**config.mk**
```make
export PLATFORM = sky130hd
export DESIGN_NAME = eaawc_ctrl
export DESIGN_NICKNAME = d
export VERILOG_FILES = /design/src/design/eaawc_pkg.sv /design/src/design/eaawc_seq.sv /design/src/design/eaawc_ctrl.sv
export VERILOG_INCLUDE_DIRS = /design/src /design/src/design
export SDC_FILE = /design/constraint.sdc
export NUM_CORES = 1
export LEC_CHECK = 0
export BUFFER_PORTS_ARGS = -buffer_cell sky130_fd_sc_hd__buf_2
export CORE_MARGIN = 2
export CORE_UTILIZATION = 51
export CTS_CLUSTER_SIZE = 20
export DETAILED_ROUTE_END_ITERATION = 8
export HOLD_SLACK_MARGIN = 0.08
export PLACE_DENSITY_LB_ADDON = 0.1
export RECOVER_POWER = 25
export SLEW_MARGIN = 20
export SYNTH_ARGS = -nofsm -noshare
export SYNTH_HDL_FRONTEND = slang
export SYNTH_SLANG_ARGS = --single-unit
```
**constraint.sdc**
```tcl
create_clock -name clk -period 4.4 [get_ports clk]
set_input_delay 0.66 -clock clk [delete_from_list [all_inputs] [get_ports clk]]
set_output_delay 0.66 -clock clk [all_outputs]
set_load 0.03 [all_outputs]
```
**src/design/eaawc_map.svh**
```systemverilog
// register map, field positions, reset values of the area access / wait control
// assumes a 32-bit avalon-mm slave with byte addresses in 4 bits
`ifndef EAAWC_MAP_SVH
`define EAAWC_MAP_SVH

// ----------------------------------------
// byte offsets
// ----------------------------------------
`define EAAWC_ASC_OFS 4'h0
`define EAAWC_WCC_OFS 4'h4
`define EAAWC_STAT_OFS 4'h8

// ----------------------------------------
// field positions
// ----------------------------------------
`define EAAWC_AST_MSB 15
`define EAAWC_AST_LSB 8
`define EAAWC_W1_MSB 6
`define EAAWC_W1_LSB 4
`define EAAWC_W0_MSB 2
`define EAAWC_W0_LSB 0
`define EAAWC_ST_STATE_MSB 2
`define EAAWC_ST_STATE_LSB 0
`define EAAWC_ST_AREA_MSB 6
`define EAAWC_ST_AREA_LSB 4
`define EAAWC_ST_BUSY 8
`define EAAWC_ST_THREE 9

// ----------------------------------------
// reset values and counts
// ----------------------------------------
`define EAAWC_AST_RST 8'hff
`define EAAWC_WAIT_RST 3'h7
`define EAAWC_WAIT_NONE 3'h0
`define EAAWC_WAIT_STEP 3'h1

`endif

```
**src/design/eaawc_pkg.sv**
```systemverilog
// types shared by the area access / wait control block
// assumes nothing of its surroundings
package eaawc_pkg;

	// bus cycle phases: t1, t2, program waits, t3
	typedef enum logic [2:0] {
		EAAWC_IDLE,
		EAAWC_T1,
		EAAWC_T2,
		EAAWC_TW,
		EAAWC_T3
	} eaawc_state_t;

endpackage : eaawc_pkg

```
**src/design/eaawc_seq.sv**
```systemverilog
// external bus cycle sequencer: 2-state or 3-state cycles with program waits
// assumes start only while idle and wait_count valid with start
`timescale 1ns/10ps
`include "eaawc_map.svh"

module eaawc_seq (
	// clock and reset
	input wire logic clk,
	input wire logic sys_rst,
	// cycle request
	input wire logic start,
	input wire logic three_state,
	input wire logic [2:0] wait_count,
	// cycle progress
	output eaawc_pkg::eaawc_state_t state,
	output logic cyc_three,
	output logic [2:0] wait_left
);

	// ----------------------------------------
	// cycle type held per cycle, wait count loaded at start and counted down in waits
	// ----------------------------------------
	always_ff @(posedge clk) begin
		if (sys_rst) begin
			cyc_three <= 1'b1;
		end else if (start && state == eaawc_pkg::EAAWC_IDLE) begin
			cyc_three <= three_state;
		end
	end

	always_ff @(posedge clk) begin
		if (sys_rst) begin
			wait_left <= `EAAWC_WAIT_NONE;
		end else if (start && state == eaawc_pkg::EAAWC_IDLE) begin
			wait_left <= three_state ? wait_count : `EAAWC_WAIT_NONE;
		end else if (state == eaawc_pkg::EAAWC_TW) begin
			wait_left <= wait_left - `EAAWC_WAIT_STEP;
		end
	end

	// ----------------------------------------
	// phase sequence
	// ----------------------------------------
	always_ff @(posedge clk) begin
		if (sys_rst) begin
			state <= eaawc_pkg::EAAWC_IDLE;
		end else begin
			case (state)
				eaawc_pkg::EAAWC_IDLE: begin
					if (start) begin
						state <= eaawc_pkg::EAAWC_T1;
					end
				end
				eaawc_pkg::EAAWC_T1: begin
					state <= eaawc_pkg::EAAWC_T2;
				end
				eaawc_pkg::EAAWC_T2: begin
					if (!cyc_three) begin
						state <= eaawc_pkg::EAAWC_IDLE;
					end else if (wait_left != `EAAWC_WAIT_NONE) begin
						state <= eaawc_pkg::EAAWC_TW;
					end else begin
						state <= eaawc_pkg::EAAWC_T3;
					end
				end
				eaawc_pkg::EAAWC_TW: begin
					if (wait_left == `EAAWC_WAIT_STEP) begin
						state <= eaawc_pkg::EAAWC_T3;
					end
				end
				eaawc_pkg::EAAWC_T3: begin
					state <= eaawc_pkg::EAAWC_IDLE;
				end
				default: begin
					state <= eaawc_pkg::EAAWC_IDLE;
				end
			endcase
		end
	end

endmodule : eaawc_seq

```
**src/design/eaawc_ctrl.sv**
```systemverilog
// area access state and wait control: registers, bus cycle launch, area strobes
// assumes an avalon-mm master on clk and one external access requester
//
// The implementer's own choices: the Avalon-MM interface to the registers and the address map.
`timescale 1ns/10ps
`include "eaawc_map.svh"

// Summary of operation
// - area bit 0: two-state cycle, never any wait cycles
// - area bit 1: three-state cycle with wait insertion enabled
// - eight area select bits at 15..8, all reset to 1
// - bits 7..0 of access state register read zero, ignore writes
// - area 1 three-state: insert waits per bits 6..4, 0 to 7
// - area 0 three-state: insert waits per bits 2..0, 0 to 7
// - area 1 wait field resets to seven waits
// - area 0 wait field resets to seven waits
// - wait register bit 3 reads zero and ignores writes
module eaawc_ctrl #(
	parameter logic [2:0] AREA_HI_WAIT = 3'h0
) (
	// clock and reset
	input wire logic clk,
	input wire logic sys_rst,
	// avalon-mm register slave
	input wire logic [3:0] address,
	input wire logic read,
	input wire logic write,
	input wire logic [31:0] writedata,
	input wire logic [3:0] byteenable,
	output logic [31:0] readdata,
	output logic waitrequest,
	// external access request
	input wire logic acc_req,
	input wire logic [2:0] acc_area,
	input wire logic acc_write,
	output logic acc_ready,
	output logic acc_done,
	// external bus strobes
	output logic [7:0] ext_cs_n,
	output logic ext_rd_n,
	output logic ext_wr_n,
	output logic ext_wait_active
);

	// ----------------------------------------
	// register state
	// ----------------------------------------
	logic [7:0] area_three_state_select;
	logic [2:0] area1_wait_count;
	logic [2:0] area0_wait_count;
	logic bus_ack;
	logic wr_take;
	logic rd_load;
	logic [31:0] rd_mux;

	// ----------------------------------------
	// cycle state
	// ----------------------------------------
	eaawc_pkg::eaawc_state_t cyc_state;
	logic cyc_three;
	logic [2:0] cyc_wait_left;
	logic [2:0] cur_area;
	logic cur_write;
	logic start;
	logic sel_three;
	logic [2:0] sel_wait;
	logic busy;
	logic strobe_phase;

	// ----------------------------------------
	// avalon-mm handshake
	// ----------------------------------------
	// each request answers one cycle after it is raised
	always_ff @(posedge clk) begin
		if (sys_rst) begin
			bus_ack <= 1'b0;
		end else begin
			bus_ack <= (read || write) && !bus_ack;
		end
	end

	assign waitrequest = (read || write) && !bus_ack;
	assign wr_take = write && bus_ack;
	assign rd_load = read && !bus_ack;

	// ----------------------------------------
	// access state control register
	// ----------------------------------------
	always_ff @(posedge clk) begin
		if (sys_rst) begin
			area_three_state_select <= `EAAWC_AST_RST;
		end else if (wr_take && address == `EAAWC_ASC_OFS && byteenable[1]) begin
			area_three_state_select <= writedata[`EAAWC_AST_MSB:`EAAWC_AST_LSB];
		end
	end

	// ----------------------------------------
	// area 0/1 wait count control register
	// ----------------------------------------
	always_ff @(posedge clk) begin
		if (sys_rst) begin
			area1_wait_count <= `EAAWC_WAIT_RST;
		end else if (wr_take && address == `EAAWC_WCC_OFS && byteenable[0]) begin
			area1_wait_count <= writedata[`EAAWC_W1_MSB:`EAAWC_W1_LSB];
		end
	end

	always_ff @(posedge clk) begin
		if (sys_rst) begin
			area0_wait_count <= `EAAWC_WAIT_RST;
		end else if (wr_take && address == `EAAWC_WCC_OFS && byteenable[0]) begin
			area0_wait_count <= writedata[`EAAWC_W0_MSB:`EAAWC_W0_LSB];
		end
	end

	// ----------------------------------------
	// read data
	// ----------------------------------------
	always_comb begin
		rd_mux = 32'h0;
		case (address)
			`EAAWC_ASC_OFS: begin
				// low byte stays zero
				rd_mux[`EAAWC_AST_MSB:`EAAWC_AST_LSB] = area_three_state_select;
			end
			`EAAWC_WCC_OFS: begin
				// bit 3 stays zero
				rd_mux[`EAAWC_W1_MSB:`EAAWC_W1_LSB] = area1_wait_count;
				rd_mux[`EAAWC_W0_MSB:`EAAWC_W0_LSB] = area0_wait_count;
			end
			`EAAWC_STAT_OFS: begin
				rd_mux[`EAAWC_ST_STATE_MSB:`EAAWC_ST_STATE_LSB] = cyc_state;
				rd_mux[`EAAWC_ST_AREA_MSB:`EAAWC_ST_AREA_LSB] = cur_area;
				rd_mux[`EAAWC_ST_BUSY] = busy;
				rd_mux[`EAAWC_ST_THREE] = cyc_three;
			end
			default: begin
				rd_mux = 32'h0;
			end
		endcase
	end

	always_ff @(posedge clk) begin
		if (sys_rst) begin
			readdata <= 32'h0;
		end else if (rd_load) begin
			readdata <= rd_mux;
		end
	end

	// ----------------------------------------
	// cycle launch and wait selection
	// ----------------------------------------
	assign acc_ready = (cyc_state == eaawc_pkg::EAAWC_IDLE);
	assign start = acc_req && acc_ready;
	assign sel_three = area_three_state_select[acc_area];

	always_comb begin
		sel_wait = `EAAWC_WAIT_NONE;
		if (sel_three) begin
			case (acc_area)
				3'h0: begin
					sel_wait = area0_wait_count;
				end
				3'h1: begin
					sel_wait = area1_wait_count;
				end
				default: begin
					sel_wait = AREA_HI_WAIT;
				end
			endcase
		end
	end

	always_ff @(posedge clk) begin
		if (sys_rst) begin
			cur_area <= 3'h0;
			cur_write <= 1'b0;
		end else if (start) begin
			cur_area <= acc_area;
			cur_write <= acc_write;
		end
	end

	eaawc_seq u_seq (
		.clk(clk),
		.sys_rst(sys_rst),
		.start(start),
		.three_state(sel_three),
		.wait_count(sel_wait),
		.state(cyc_state),
		.cyc_three(cyc_three),
		.wait_left(cyc_wait_left)
	);

	// ----------------------------------------
	// external strobes
	// ----------------------------------------
	assign busy = (cyc_state != eaawc_pkg::EAAWC_IDLE);
	assign strobe_phase = (cyc_state == eaawc_pkg::EAAWC_T2) || (cyc_state == eaawc_pkg::EAAWC_TW) ||
		(cyc_state == eaawc_pkg::EAAWC_T3);
	assign ext_rd_n = !(strobe_phase && !cur_write);
	assign ext_wr_n = !(strobe_phase && cur_write);
	assign ext_wait_active = (cyc_state == eaawc_pkg::EAAWC_TW);
	assign acc_done = ((cyc_state == eaawc_pkg::EAAWC_T2) && !cyc_three) ||
		(cyc_state == eaawc_pkg::EAAWC_T3);

	genvar gi;
	generate
		for (gi = 0; gi < 8; gi = gi + 1) begin : g_cs
			assign ext_cs_n[gi] = !(busy && cur_area == 3'(gi));
		end
	endgenerate

	logic [3:0] tw_run;
	logic [2:0] launch_wait;
	logic [2:0] launch_area;
	logic launch_three;

	always_ff @(posedge clk) begin
		if (sys_rst) begin
			tw_run <= 4'h0;
		end else if (start) begin
			tw_run <= 4'h0;
		end else if (cyc_state == eaawc_pkg::EAAWC_TW) begin
			tw_run <= tw_run + 4'h1;
		end
	end

	always_ff @(posedge clk) begin
		if (sys_rst) begin
			launch_wait <= 3'h0;
			launch_area <= 3'h0;
			launch_three <= 1'b0;
		end else if (start) begin
			launch_wait <= sel_wait;
			launch_area <= acc_area;
			launch_three <= sel_three;
		end
	end
endmodule : eaawc_ctrl

```
* After elaboration in Yosys (flattened, before gate mapping)
Cells that the tools add are included.
Word-level totals: flip-flop bits (word level) 40, output and inout bits 46, logic and storage cells 89
Cells by class: $add $sub $neg 1, magnitude comparators 1, equal/unequal tests 17, muxes and demuxes 15, reductions and logical operators 45
Operators with widths (number):
- 3-bit two-way mux | 7
- 1-bit logical AND | 20
- 3-bit one-hot mux with 2 select lines | 3
- 3-bit == test, second input constant | 5
- 1-bit zero test | 13
- 3-bit by 1-bit == test with 1-bit output, second input constant | 4
- 3-bit by 2-bit == test with 1-bit output, second input constant | 4
- 3-bit one-hot mux with 4 select lines | 1
- 3-bit zero test | 3
- 6-bit two-way mux | 1
- 3-bit nonzero test | 2
- 4-bit by 3-bit == test with 1-bit output, second input constant | 1
- 4-bit == test, second input constant | 1
- 4-bit zero test | 1
- 1-bit logical OR | 4
- 3-bit by 4-bit less-than comparator with 1-bit output, second input constant | 1
- 2-bit by 1-bit != test with 1-bit output, second input constant | 2
- 2-bit one-hot mux with 2 select lines | 1
- 1-bit binary-select mux with 3-bit select | 1
- 3-bit by 1-bit subtractor with 3-bit output, second input constant | 1
- 2-bit AND reduction | 1
- 2-bit nonzero test | 1
- 1-bit two-way mux | 1

* Longest topological paths before layout
Gate-level depths: netlist of run 1.
word-level depth 5, mapped depth 6

* Hierarchy
A second synthesis of run 1 with hierarchy kept.
Unflattened totals: cells, all modules 255, area total of the unflattened synthesis 2222.1 µm²
By module, submodules not included:
- eaawc_ctrl | times used 1, cells an instance 203, area each 1765.4 µm², sequential area each 660.6 µm²
- eaawc_seq | times used 1, cells an instance 52, area each 456.7 µm², sequential area each 140.1 µm²

* Least setup slack after synthesis of run 1
OpenSTA, ideal clock, no wires.
kind reg-to-output, from reg u_seq.state[0], to out ext_cs_n[7], arrival 1396 ps, slack 2344 ps, cell stages (with the launch flop) 5, path buffers 1, path through dfxtp_1 > clkbuf_1 > nor3_4 > nor2b_1 > nand3_1
Between the ends: longest elaborated chain between the ends 3
Ends and longest elaborated chain:
- start, declared | RTL line eaawc_seq.sv:15 | output eaawc_pkg::eaawc_state_t state,
- start signal, assigned | RTL line eaawc_seq.sv:46 | state <= eaawc_pkg::EAAWC_IDLE;
- start signal, assigned | RTL line eaawc_seq.sv:51 | state <= eaawc_pkg::EAAWC_T1;
- start signal, assigned | RTL line eaawc_seq.sv:55 | state <= eaawc_pkg::EAAWC_T2;
- 3-bit nonzero test | RTL line eaawc_ctrl.sv:199 | assign busy = (cyc_state != eaawc_pkg::EAAWC_IDLE);
- 1-bit logical AND | RTL line eaawc_ctrl.sv:211 | assign ext_cs_n[gi] = !(busy && cur_area == 3'(gi));
- 1-bit zero test | RTL line eaawc_ctrl.sv:211
- end, declared | RTL line eaawc_ctrl.sv:39 | output logic [7:0] ext_cs_n,
No other way between the ends.

* Worst setup path in the final report of run 1
Ends and elaborated chain as after synthesis.

==> results of run 1 <==
per-layer routing:
layer | wire length, um | part of all wire (%) | global-route usage (%)
met1 | 2221 | 50 | 30.42
met2 | 1917 | 43 | 28.73
met3 | 290 | 6.5 | 5.519
met4 | 41 | 0.92 | 6.618
met5 | 0 | 0 | 0
state kept, by name (all words and copies together) (netlist names):
name and cells:
bus_ack 1, u_seq.state 3, area_three_state_select 8, area0_wait_count 3, cur_area 3, readdata 14
u_seq.wait_left 3, u_seq.cyc_three 1, area1_wait_count 3, cur_write 1
final cells by class:
cell class | count | area share [%]
multi-input cells | 186 | 48.33
clock inverters | 1 | 0.2086
inverters | 6 | 0.9385
well taps | 50 | 2.607
repair buffers | 56 | 11.52
flip-flops and latches | 40 | 33.37
clock buffers | 6 | 3.024
synth_stat cells (all sizes together) (9+ instances only):
cell type  instances  area share [%]
nand2             22             3.8
nand3             13             3.0
a21oi             15             3.5
nor2              20             3.5
nor2b             21             6.1
a211o             14             5.9
buf               26             9.0
dfxtp             40              37
clkbuf             9             1.6
worst max-delay path by stage:
stage / from / to / slack, ns
global placement: address[1] / area_three_state_select[4]$_SDFFE_PP1P_ / 2.00
detailed placement: address[1] / area_three_state_select[4]$_SDFFE_PP1P_ / 2.01
finish: u_seq.state[0]$_SDFFE_PP0P_ / ext_cs_n[7] / 2.04
floorplan: u_seq.state[0]$_SDFFE_PP0P_ / ext_cs_n[7] / 2.34
CTS: u_seq.state[0]$_SDFFE_PP0P_ / ext_cs_n[7] / 2.03
global route: u_seq.state[1]$_SDFFE_PP0P_ / acc_done / 1.83
worst max-delay path: cells and delay by family, from the launching register on:
kind          cells  cell delay, ns
flops             1            0.69
simple gates      3            0.53
buf+inv           1            0.19
power by group:
part / internal (mW) / total, mW / switching [mW]
combinational: 0.0583 / 0.171 / 0.113
sequential: 0.377 / 0.402 / 0.0248
clock: 0.108 / 0.227 / 0.120
logic make-up after synthesis:
kind of cell | after synthesis | share of synthesized area [%]
other cells | 1 | 0.1748
flops | 40 | 37.32
compound gates | 60 | 20.76
fa+ha+maj | 3 | 1.749
buf+inv | 41 | 11.60
mux | 8 | 3.907
simple gates | 97 | 24.49
through the flow:
step,cells,util (%)
final,345,59.57
after global routing,345,59.57
after CTS,345,59.66
after detailed placement,338,57.73
after global placement,338,57.73
after floorplan,267,-
placed cells by master, fill, tap and decap left out, types with 3 or more instances in the layout:
cell,instances
a2111oi_0,4
a211o_1,11
a211o_2,3
a21oi_1,15
a22o_1,6
a22oi_1,6
a311oi_1,4
a31oi_1,3
buf_2,53
clkbuf_1,4
clkbuf_8,5
conb_1,18
dfxtp_1,40
ha_1,3
inv_1,6
mux2_2,3
mux2i_1,5
nand2_1,22
nand3_1,13
nor2_1,20
nor2b_1,21
nor3_1,5
==> impl_results.md, run 1 <==
* Run status: finished, violations left
* Failing checks: capacitance limit, slew limit
* I/O pins at 95
* Fill cells at around 400
* Post-synth EDFFs at 0
* Worst-Skew Late Latency at 0.29 ns
* Final hold viol count at 0
* Prevailing post-synth register cell: dfxtp_1
* Vias in the first global route at 1,554
* Clk root buf: clkbuf_8
* Post-CTS sizing at 0
* DIE WIDTH at 68.87 um
* Largest stage delay, worst path at 0.69 ns
* First-pass GRT wire length at 7251 um
* Async set-reset flop share out of synthesis at 0%
* FP Rows at 23
* Final setup viols at 0
* Fmax at ~420 MHz
* DP Worst Slack at ~2.0 ns
* DR vias/cell at between 5 and 6
* All-Layer GR Usage at 20.57%
* Power Density at 333.4 nW/um^2
* Crit Path Class: flop to output port
* Worst Reg-to-Reg Cells at 4
* Synthesized flop and latch total at 40
* Start point of the worst hold path: readdata[11]$_SDFFE_PP0P_
* P&R area growth vs syn at 11.84%
* Critical path endpoint category: output port
* DRT antenna net count at 0
* Min Clock Period, post-route at 2.361 ns
* Largest net degree at the start of global routing at 41
* CTS Buffer Depth at 2
* Die area at 4742 um^2
* Crit path launch type: flop
* Slew @ Worst Pin at ~1.8 ns
* H-tree lvl count at 2
* Wire per inst at 12.96 um
* Final max-slew violation count at just over 40
* Crit path max fanout at 17
* Placed instance area at 2326 um^2
* RSZ-0062 raised after global routing: false
* Final net count at 347
* Initial antenna violation count at 0
* Initial cell density of the core at 53.26%
* Worst r2r dst: u_seq.wait_left[1]$_SDFFE_PP0P_
* Slew HR at -17.21%
* Area of the core at 4029 um^2
* Proportion of layout cells with a drive suffix above 1 at between 20% and 30%
* Setup bufs post-CTS at 0
* Hold Path Depth at 2
* DRC at 0
* Post-synth design cell area at 2146 um^2
* Final period utilization at between 50% and 60%
* FF-to-FF Start: u_seq.state[0]$_SDFFE_PP0P_
* Number of synthesis warnings at 0
* DRT Pass-1 Iters at 4
* Worst Path Required at about 3.7 ns
* CTS clock-pin slew for the worst setup and hold paths at 0.07 ns
* Drt total wl at 4470 um
* I/O Buffers at 56
* Tightest Hold Check Type: flop to flop
* Clock Sinks at 40
* Hold path endpoint: readdata[11]$_SDFFE_PP0P_
* Sequential cell area at 800.8 um^2
* DR vias at 1,839
* Remaining global-route overflow at 0
* Max cap viols at 1
* Slowest CP cell: dfxtp_1
* Final worst setup slack at 2.039 ns
* Netlist cell types at 43
* Number of buffers created by CTS at 5
* Worst Skew at 0.004033 ns
* Hold WS at 0.4534 ns
* Leak pwr at 0.9538 nW
* Worst-path cell chain: nor3_4, nor2b_1, nand3_1, buf_2
* # diodes at 0
* R2R setup slack at around 2.7 ns
* Synth Instances at 250
* Routability cong. at 0.7658
* Setup TNS at 0 ns
* Syn avg cell area at 8.583 um^2
* DRT iter0 DRCs at 102
* Crit path DAT at 1.70 ns
* Total power at 0.8002 mW
* # hold bufs at CTS at 0
* Register area share after synthesis at 37.32%
* Fin area at 2400 um^2
* Peak supply drop at 0.1895 mV
* CTS tree: built
* Area of the multi-input gates at 1160 um^2
* Die height at ~69 um
* Final HPWL DP at between 3000 and 4000 um
(Power assumes the default switching activity.)
==> inputs of run 2 (changes only) <==
- ABC_AREA: not set -> 1
- CORE_UTILIZATION: 51 -> 42
- clock period: 4.4 -> 1.9 ns (I/O delays scaled with it)
==> run 2 against run 1 <==
  * Clock power grew to 2.6 times the previous value
  * Count of clock-buffer cells in the layout is 2 higher
  * The flow now finishes without violations
  * Die area is 16% higher
  * Setup slack worse by 1.8 ns
  * Sequential cell count stayed put
  * Total power grew to 3.2 times the previous value
  * First-iteration DRC count is 5.9% higher
  * Utilization is 9.0 points lower
  * Clock skew is 0.0016 ns higher
  * Cell count is 20% higher
  * Critical path type unchanged
  * Area after synthesis is 3.9% lower
==> impl_results.md, run 2 <==
* Run status: finished clean
* Critical path endpoint category: output port
* CTS Buffer Depth at 2 (unchanged)
* Placed Cells at 405 (+20%)
* DIE WIDTH at 74.07 um (+7.6%)
* Fill cells at 497 (+23%)
* Crit path DAT at 1.38 ns (-0.32 ns)
* Post-synth top cells: nand2_1 (53), dfxtp_1 (40), inv_1 (40), o21ai_0 (25), a21oi_1 (22)
* Max cap viols at 0 (-1)
* Wire per inst at 11.37 um (-12%)
* Post-CTS sizing at 0 (unchanged)
* Count leader, synth: nand2_1
* DR vias at 1,954 (+6.3%)
* Crit Path Class: flop to output port
* First-pass GRT wire length at 7734 um (+6.7%)
* Met3 usage at 3.659% (-1.9 points)
* DRT antenna net count at 0 (unchanged)
* P&R area growth vs syn at 15.90%
* Synth Area in Adders at 1.820% (+0.071 points)
* Netlist cell types at 26 (-40%)
* Prevailing post-synth register cell: dfxtp_1
* Initial cell density of the core at 43.66% (-9.6 points)
* CP delay by family, top: buffers and inverters
* # diodes at 0 (unchanged)
* Fmax at between 600 and 700 MHz
* Setup TNS at 0 ns (unchanged)
* Area of the multi-input gates at 974.7 um^2 (-16%)
* RSZ-0062 raised after global routing: false
* Worst Skew at 0.005630 ns (+0.001597 ns)
* Leak pwr at 1.189 nW (+25%)
* Remaining global-route overflow at 0 (unchanged)
* Main combinational cell family by area after synthesis: simple AND/OR/NAND/NOR gates
* Final hold viol count at 0 (unchanged)
* CTS tree: built
* DRC at 0 (unchanged)
* Min Clock Period, post-route at about 1.7 ns
* Power Density at 1081 nW/um^2 (+220%)
* Buffers and inverters on the worst path at 2 (+1)
* Largest stage delay, worst path at 0.33 ns (-0.36 ns)
* Crit path launch type: flop
* Top cell type by total area after synthesis: dfxtp_1
* Die area at 5486 um^2 (+16%)
* Crit path max fanout at 11 (-6)
* H-tree lvl count at 2 (unchanged)
* FP Rows at 25 (+8.7%)
* Worst-Skew Late Latency at 0.29 ns (about the same)
* Largest net degree at the start of global routing at 25 (-39%)
* Met2 usage at 29.17% (+0.44 points)
* Synth top area share at 38.83% (+1.5 points)
* Die height at 74.07 um (+7.6%)
* Peak supply drop at 0.4179 mV (+120%)
* Syn avg cell area at 7.086 um^2 (-17%)
* CTS clock-pin slew for the worst setup and hold paths at 0.08 ns (about the same)
* Number of buffers created by CTS at 5 (unchanged)
* Biggest regs: readdata: 14 flops, area_three_state_select: 8 flops
* Synthesized flop and latch total at 40 (unchanged)
* I/O pins at 95 (unchanged)
* Compound-Gate Fraction of Synth Area at 18.26% (-2.5 points)
* Async set-reset flop share out of synthesis at 0% (unchanged)
* Most frequent cells in the layout: nand2_1 (53), buf_2 (46), inv_1 (40), dfxtp_1 (40), o21ai_0 (25)
* Proportion of layout cells with a drive suffix above 1 at 19.36% (-4.4 points)
* Post-synth design cell area at 2062 um^2 (-3.9%)
* # hold bufs at CTS at 0 (unchanged)
* Final max-slew violation count at 0 (-100%)
* I/O Buffers at 56 (unchanged)
* Routability cong. at 0.7480 (-2.3%)
* Area of the core at 4723 um^2 (+17%)
* Final net count at 397 (+14%)
* Clk root buf: clkbuf_8
* Tightest Hold Check Type: primary input to flop
* DR vias/cell at 4.731 (-11%)
* All-Layer GR Usage at 18.18% (-2.4 points)
* Final HPWL DP at 3559 um (+8.9%)
* Hold WS at 0.2038 ns (-0.2496 ns)
* Busiest grt layer: met2
* Simple-Gate Fraction of Synth Area at 23.91% (-0.58 points)
* Initial antenna violation count at 0 (unchanged)
* Synth area leaders: dfxtp_1 (39%), nand2_1 (9.6%), buf_4 (7.6%)
* Commonest non-fill, non-tap cell in the layout: nand2_1
* Clock Sinks at 40 (unchanged)
* Vias in the first global route at 1,714 (+10%)
* R2R setup slack at 0.51 ns (-2.20 ns)
* Grt met1 use at 24.54% (-5.9 points)
* Finished Core Util at 50.60% (-9.0 points)
* Worst-path cell chain: nor2_2, nand2_1, inv_1, buf_2
* Number of flip-flops under the largest register name at 14 (unchanged)
* Slowest CP cell: dfxtp_1
* Setup bufs post-CTS at 0 (unchanged)
* Worst Path Required at 1.62 ns (-2.12 ns)
* DRT Pass-1 Iters at 4 (unchanged)
* Mux share of post-synthesis cell area at 0% (-3.9 points)
* Number of synthesis warnings at 0 (unchanged)
* Sequential cell area at 800.8 um^2 (unchanged)
* Synth Instances at 291 (+16%)
* Final non-filler cell total at 413 (+20%)
* Final period utilization at 87.44%
* Register area share after synthesis at 38.83% (+1.5 points)
* Final setup viols at 0 (unchanged)
* Post-synth EDFFs at 0 (unchanged)
* Top reg by flops: readdata
* Post-synthesis xor/xnor area fraction at 0% (unchanged)
* Drt total wl at 4694 um (+5.0%)
* DRT iter0 DRCs at 108 (+5.9%)
-- run 2: power by group --
part | switching, mW | total, mW | internal, mW
Clock | 0.284 | 0.580 | 0.296
Sequential | 0.0839 | 1.03 | 0.945
Combinational | 0.702 | 0.974 | 0.272
Total | 1.07 | 2.58 | 1.51
-- run 2: metrics by stage --
step	area (um^2)	setup slack [ns]	power, mW
2_1_floorplan	2126	0.6384	1.835
3_5_place_dp	2316	0.4382	2.031
3_3_place_gp	2316	0.4685	2.018
5_1_grt	2390	0.1523	2.764
4_1_cts	2406	0.2373	2.606
6_report	2390	0.2386	2.583
-- run 2: path summary, 6_finish.rpt --
check / from / end / cells past startpoint
worst max-delay path: u_seq.state[0]$_SDFFE_PP0P_ / acc_ready / 4
worst min-delay path: writedata[13] / area_three_state_select[5]$_SDFFE_PP1P_ / 3
worst max register to register: u_seq.state[0]$_SDFFE_PP0P_ / u_seq.wait_left[0]$_SDFFE_PP0P_ / 7
worst min register to register: area_three_state_select[7]$_SDFFE_PP1P_ / readdata[15]$_SDFFE_PP0P_ / 2
-- run 2: tightest hold or removal path, cell delays in order --
cell,delay (ns)
buf_2,0.07
nand2_1,0.04
nand3_1,0.06
-- run 2: layout make-up --
type,count,share of cell area (%)
inverter,43,6.754
tap,67,3.508
clock buffer,8,3.770
sequential,40,33.51
timing repair buffer,58,11.68
multi-input combinational,197,40.79
-- run 2: cells by family (layout without fill, tap and decap cells) --
family	Yosys count	count (layout)
AND/OR/NAND/NOR	108	108
buffers and inverters	71	109
other	1	18
adder cells (fa/ha/maj)	3	3
flip-flops	40	40
AO/OA/AOI/OAI	68	68
-- run 2: routing by layer --
| metal | vias up | wire (um) |
|---|---|---|
| li1 | 1024 | - |
| met1 | 857 | 2148 |
| met2 | 66 | 2135 |
| met3 | 7 | 343 |
| met4 | 0 | 68 |
| met5 | - | 0 |
==> inputs of run 3 (changes only) <==
==> constraint.sdc (replaced) <==
create_clock -name clk -period 1.9 [get_ports clk]
set_input_delay 0.095 -clock clk [delete_from_list [all_inputs] [get_ports clk]]
set_output_delay 0.095 -clock clk [all_outputs]
set_load 0.03 [all_outputs]
==> run 3 against run 2 <==
  * Non-clock buffer count rose by 15
  * Sequential cell count stayed put
  * Via count up 1.6%
  * Cell count grew 3.6%
  * Utilization grew 3.0 points
  * Fmax increased by 11%
  * First-iteration DRC count is 15% higher
  * Clock skew increased by 0.0032 ns
  * Combinational power is 2.2% higher
  * Die area did not move
  * Hold slack got worse by 0.11 ns
  * Final area up 6.0%
  * Critical path type unchanged
==> impl_results.md, run 3 (synthesis gave the netlist of run 2 again) <==
* Slowest CP cell: dfxtp_1
* FF-to-FF Start: u_seq.state[0]$_SDFFE_PP0P_
* Crit path max fanout at 11 (unchanged)
* Sequential share of power at 39.5% (-0.3 points)
* Worst r2r dst: u_seq.wait_left[1]$_SDFFE_PP0P_
* Final period utilization at 78.80% (-8.6 points)
* Slew HR at 65.70%
* Placed instance area at 2316 um^2 (unchanged)
* Drt total wl at 4900 um (+4.4%)
* DRT iter0 DRCs at 124 (+15%)
* Number of flip-flops under the largest register name at 14 (unchanged)
* DRT Pass-1 Iters at 4 (unchanged)
* Area of the core at 4723 um^2 (unchanged)
* Slew @ Worst Pin at ~0.51 ns
* Worst-path cell chain: nor2_2, nand2_1, inv_1, buf_2
* Worst-Skew Late Latency at 0.29 ns (about the same)
* Final non-filler cell total at 428 (+3.6%)
* Top reg by flops: readdata
* Worst Reg-to-Reg Cells at 7 (unchanged)
* CTS clock-pin slew for the worst setup and hold paths at 0.08 ns (about the same)
* H-tree lvl count at 2 (unchanged)
* Fmax at 667.9 MHz (+11%)
* Initial antenna violation count at 0 (unchanged)
* Total power at 2.612 mW (+1.1%)
* Most frequent cells in the layout: nand2_1 (53), buf_2 (41), inv_1 (40), dfxtp_1 (40), o21ai_0 (25)
* Final hold viol count at 0 (unchanged)
* Start point of the worst hold path: read
* Largest net degree at the start of global routing at 25 (unchanged)
* Proportion of layout cells with a drive suffix above 1 at 17.17% (-2.2 points)
* Routability cong. at 0.7433 (-0.63%)
* Setup TNS at 0 ns (unchanged)
* Critical path endpoint category: output port
* RSZ-0062 raised after global routing: false
* Switching Share at 41.38% (about the same)
* Wire per inst at 11.45 um (+0.73%)
* Number of buffers created by CTS at 5 (unchanged)
* # diodes at 0 (unchanged)
* Die height at 74.07 um (unchanged)
* Die area at 5486 um^2 (unchanged)
* Clock Sinks at 40 (unchanged)
* Commonest non-fill, non-tap cell in the layout: nand2_1
* Fill cells at 511 (+2.8%)
* DR vias/cell at 4.640 (-1.9%)
* Biggest regs: readdata: 14 flops, area_three_state_select: 8 flops
* Tightest Hold Check Type: primary input to flop
* Vias in the first global route at 1,822 (+6.3%)
* Crit path DAT at 1.40 ns (+0.02 ns)
* DIE WIDTH at 74.07 um (unchanged)
* First-pass GRT wire length at 7935 um (+2.6%)
* Internal power at 1.531 mW (+1.2%)
* FP Rows at 25 (unchanged)
* Worst Path Required at 1.80 ns (+0.18 ns)
* DR vias at 1,986 (+1.6%)
* Leak pwr at 1.233 nW (+3.7%)
* Setup bufs post-CTS at 0 (unchanged)
* I/O pins at 95 (unchanged)
* Final HPWL DP at 3592 um (+0.91%)
* Run status: finished clean
* Final max-slew violation count at 0 (unchanged)
* DRT antenna net count at 0 (unchanged)
* DRC at 0 (unchanged)
* CTS tree: built
* Initial cell density of the core at 43.66% (unchanged)
* Hold Path Depth at 3 (unchanged)
* Remaining global-route overflow at 0 (unchanged)
* Clk root buf: clkbuf_8
* Clock power frac at 22.4% (about the same)
* Peak supply drop at 0.4014 mV (-4.0%)
* Placed Cells at 405 (unchanged)
* I/O Buffers at 56 (unchanged)
* Power Density at 1031 nW/um^2 (-4.6%)
* Worst Skew at 0.008808 ns (+0.003178 ns)
* Final net count at 412 (+3.8%)
* Fin area at 2534 um^2 (+6.0%)
* Min Clock Period, post-route at 1.497 ns (-0.1642 ns)
* Comb pwr share at 38.1% (+0.4 points)
* Final setup viols at 0 (unchanged)
* CTS Buffer Depth at 2 (unchanged)
* Largest stage delay, worst path at 0.35 ns (+0.02 ns)
* Switch Pwr at 1.081 mW (+1.1%)
* Max cap viols at 0 (unchanged)
* Crit Path Class: flop to output port
* Hold path endpoint: bus_ack$_SDFF_PP0_
* Crit path launch type: flop
* All-Layer GR Usage at 18.65% (+0.48 points)
* R2R setup slack at 0.50 ns (about the same)
* P&R area growth vs syn at 22.88%
-- run 3: worst max-delay path: cells and delay by family, from the launching register on --
kind	cells	cell delay [ns]
flops	1	0.35
buf+inv	2	0.37
simple gates	2	0.39
-- run 3: final cells by class --
class	instances	area (um^2)	share of cell area [%]
inverters	43	161.4	6.370
multi-input cells	197	974.7	38.47
repair buffers	73	422.9	16.69
flip-flops and latches	40	800.8	31.60
well taps	67	83.83	3.309
clock buffers	8	90.09	3.556
-- run 3: worst max path at each step --
stage | slack, ns | endpoint | cells past startpoint | start
after global routing | 0.34 | acc_ready | 4 | u_seq.state[0]$_SDFFE_PP0P_
after floorplan | 0.64 | readdata[8]$_SDFFE_PP0P_ | 7 | u_seq.state[0]$_SDFFE_PP0P_
after global placement | 0.55 | u_seq.wait_left[1]$_SDFFE_PP0P_ | 7 | u_seq.state[0]$_SDFFE_PP0P_
final | 0.40 | acc_ready | 4 | u_seq.state[0]$_SDFFE_PP0P_
after CTS | 0.41 | acc_ready | 4 | u_seq.state[0]$_SDFFE_PP0P_
after detailed placement | 0.53 | u_seq.wait_left[1]$_SDFFE_PP0P_ | 7 | u_seq.state[0]$_SDFFE_PP0P_
-- run 3: timing repair --
item | CTS | global route
hold endpoints to repair | 15 | 0
gates resized for setup | 0 | 0
hold buffers | 15 | 0
-- run 3: per-stage QoR --
stage,utilization [%],hold WS (ns),setup WS (ns)
global route,53.64,0.1219,0.3404
floorplan,-,0.2213,0.6384
global placement,49.03,0.3062,0.5472
CTS,54.12,0.1045,0.4123
finish,53.64,0.09609,0.4028
detailed placement,49.03,0.3098,0.5258
-- run 3: power groups by stage --
| stage | Combinational, mW | Sequential, mW | Clock [mW] |
|---|---|---|---|
| CTS | 1.01 | 1.03 | 0.592 |
| finish | 0.995 | 1.03 | 0.585 |
| global placement | 0.973 | 1.05 | 0 |
| detailed placement | 0.981 | 1.05 | 0 |
| floorplan | 0.761 | 1.07 | 0 |
| global route | 1.10 | 1.05 | 0.623 |
-- run 3: per-layer routing --
layer,track usage (%),vias up,share of wire [%]
li1,-,1054,-
met1,23.17,877,46
met2,32.94,48,48
met4,5.455,0,1.2
met3,3.388,7,4.4
met5,0,-,0
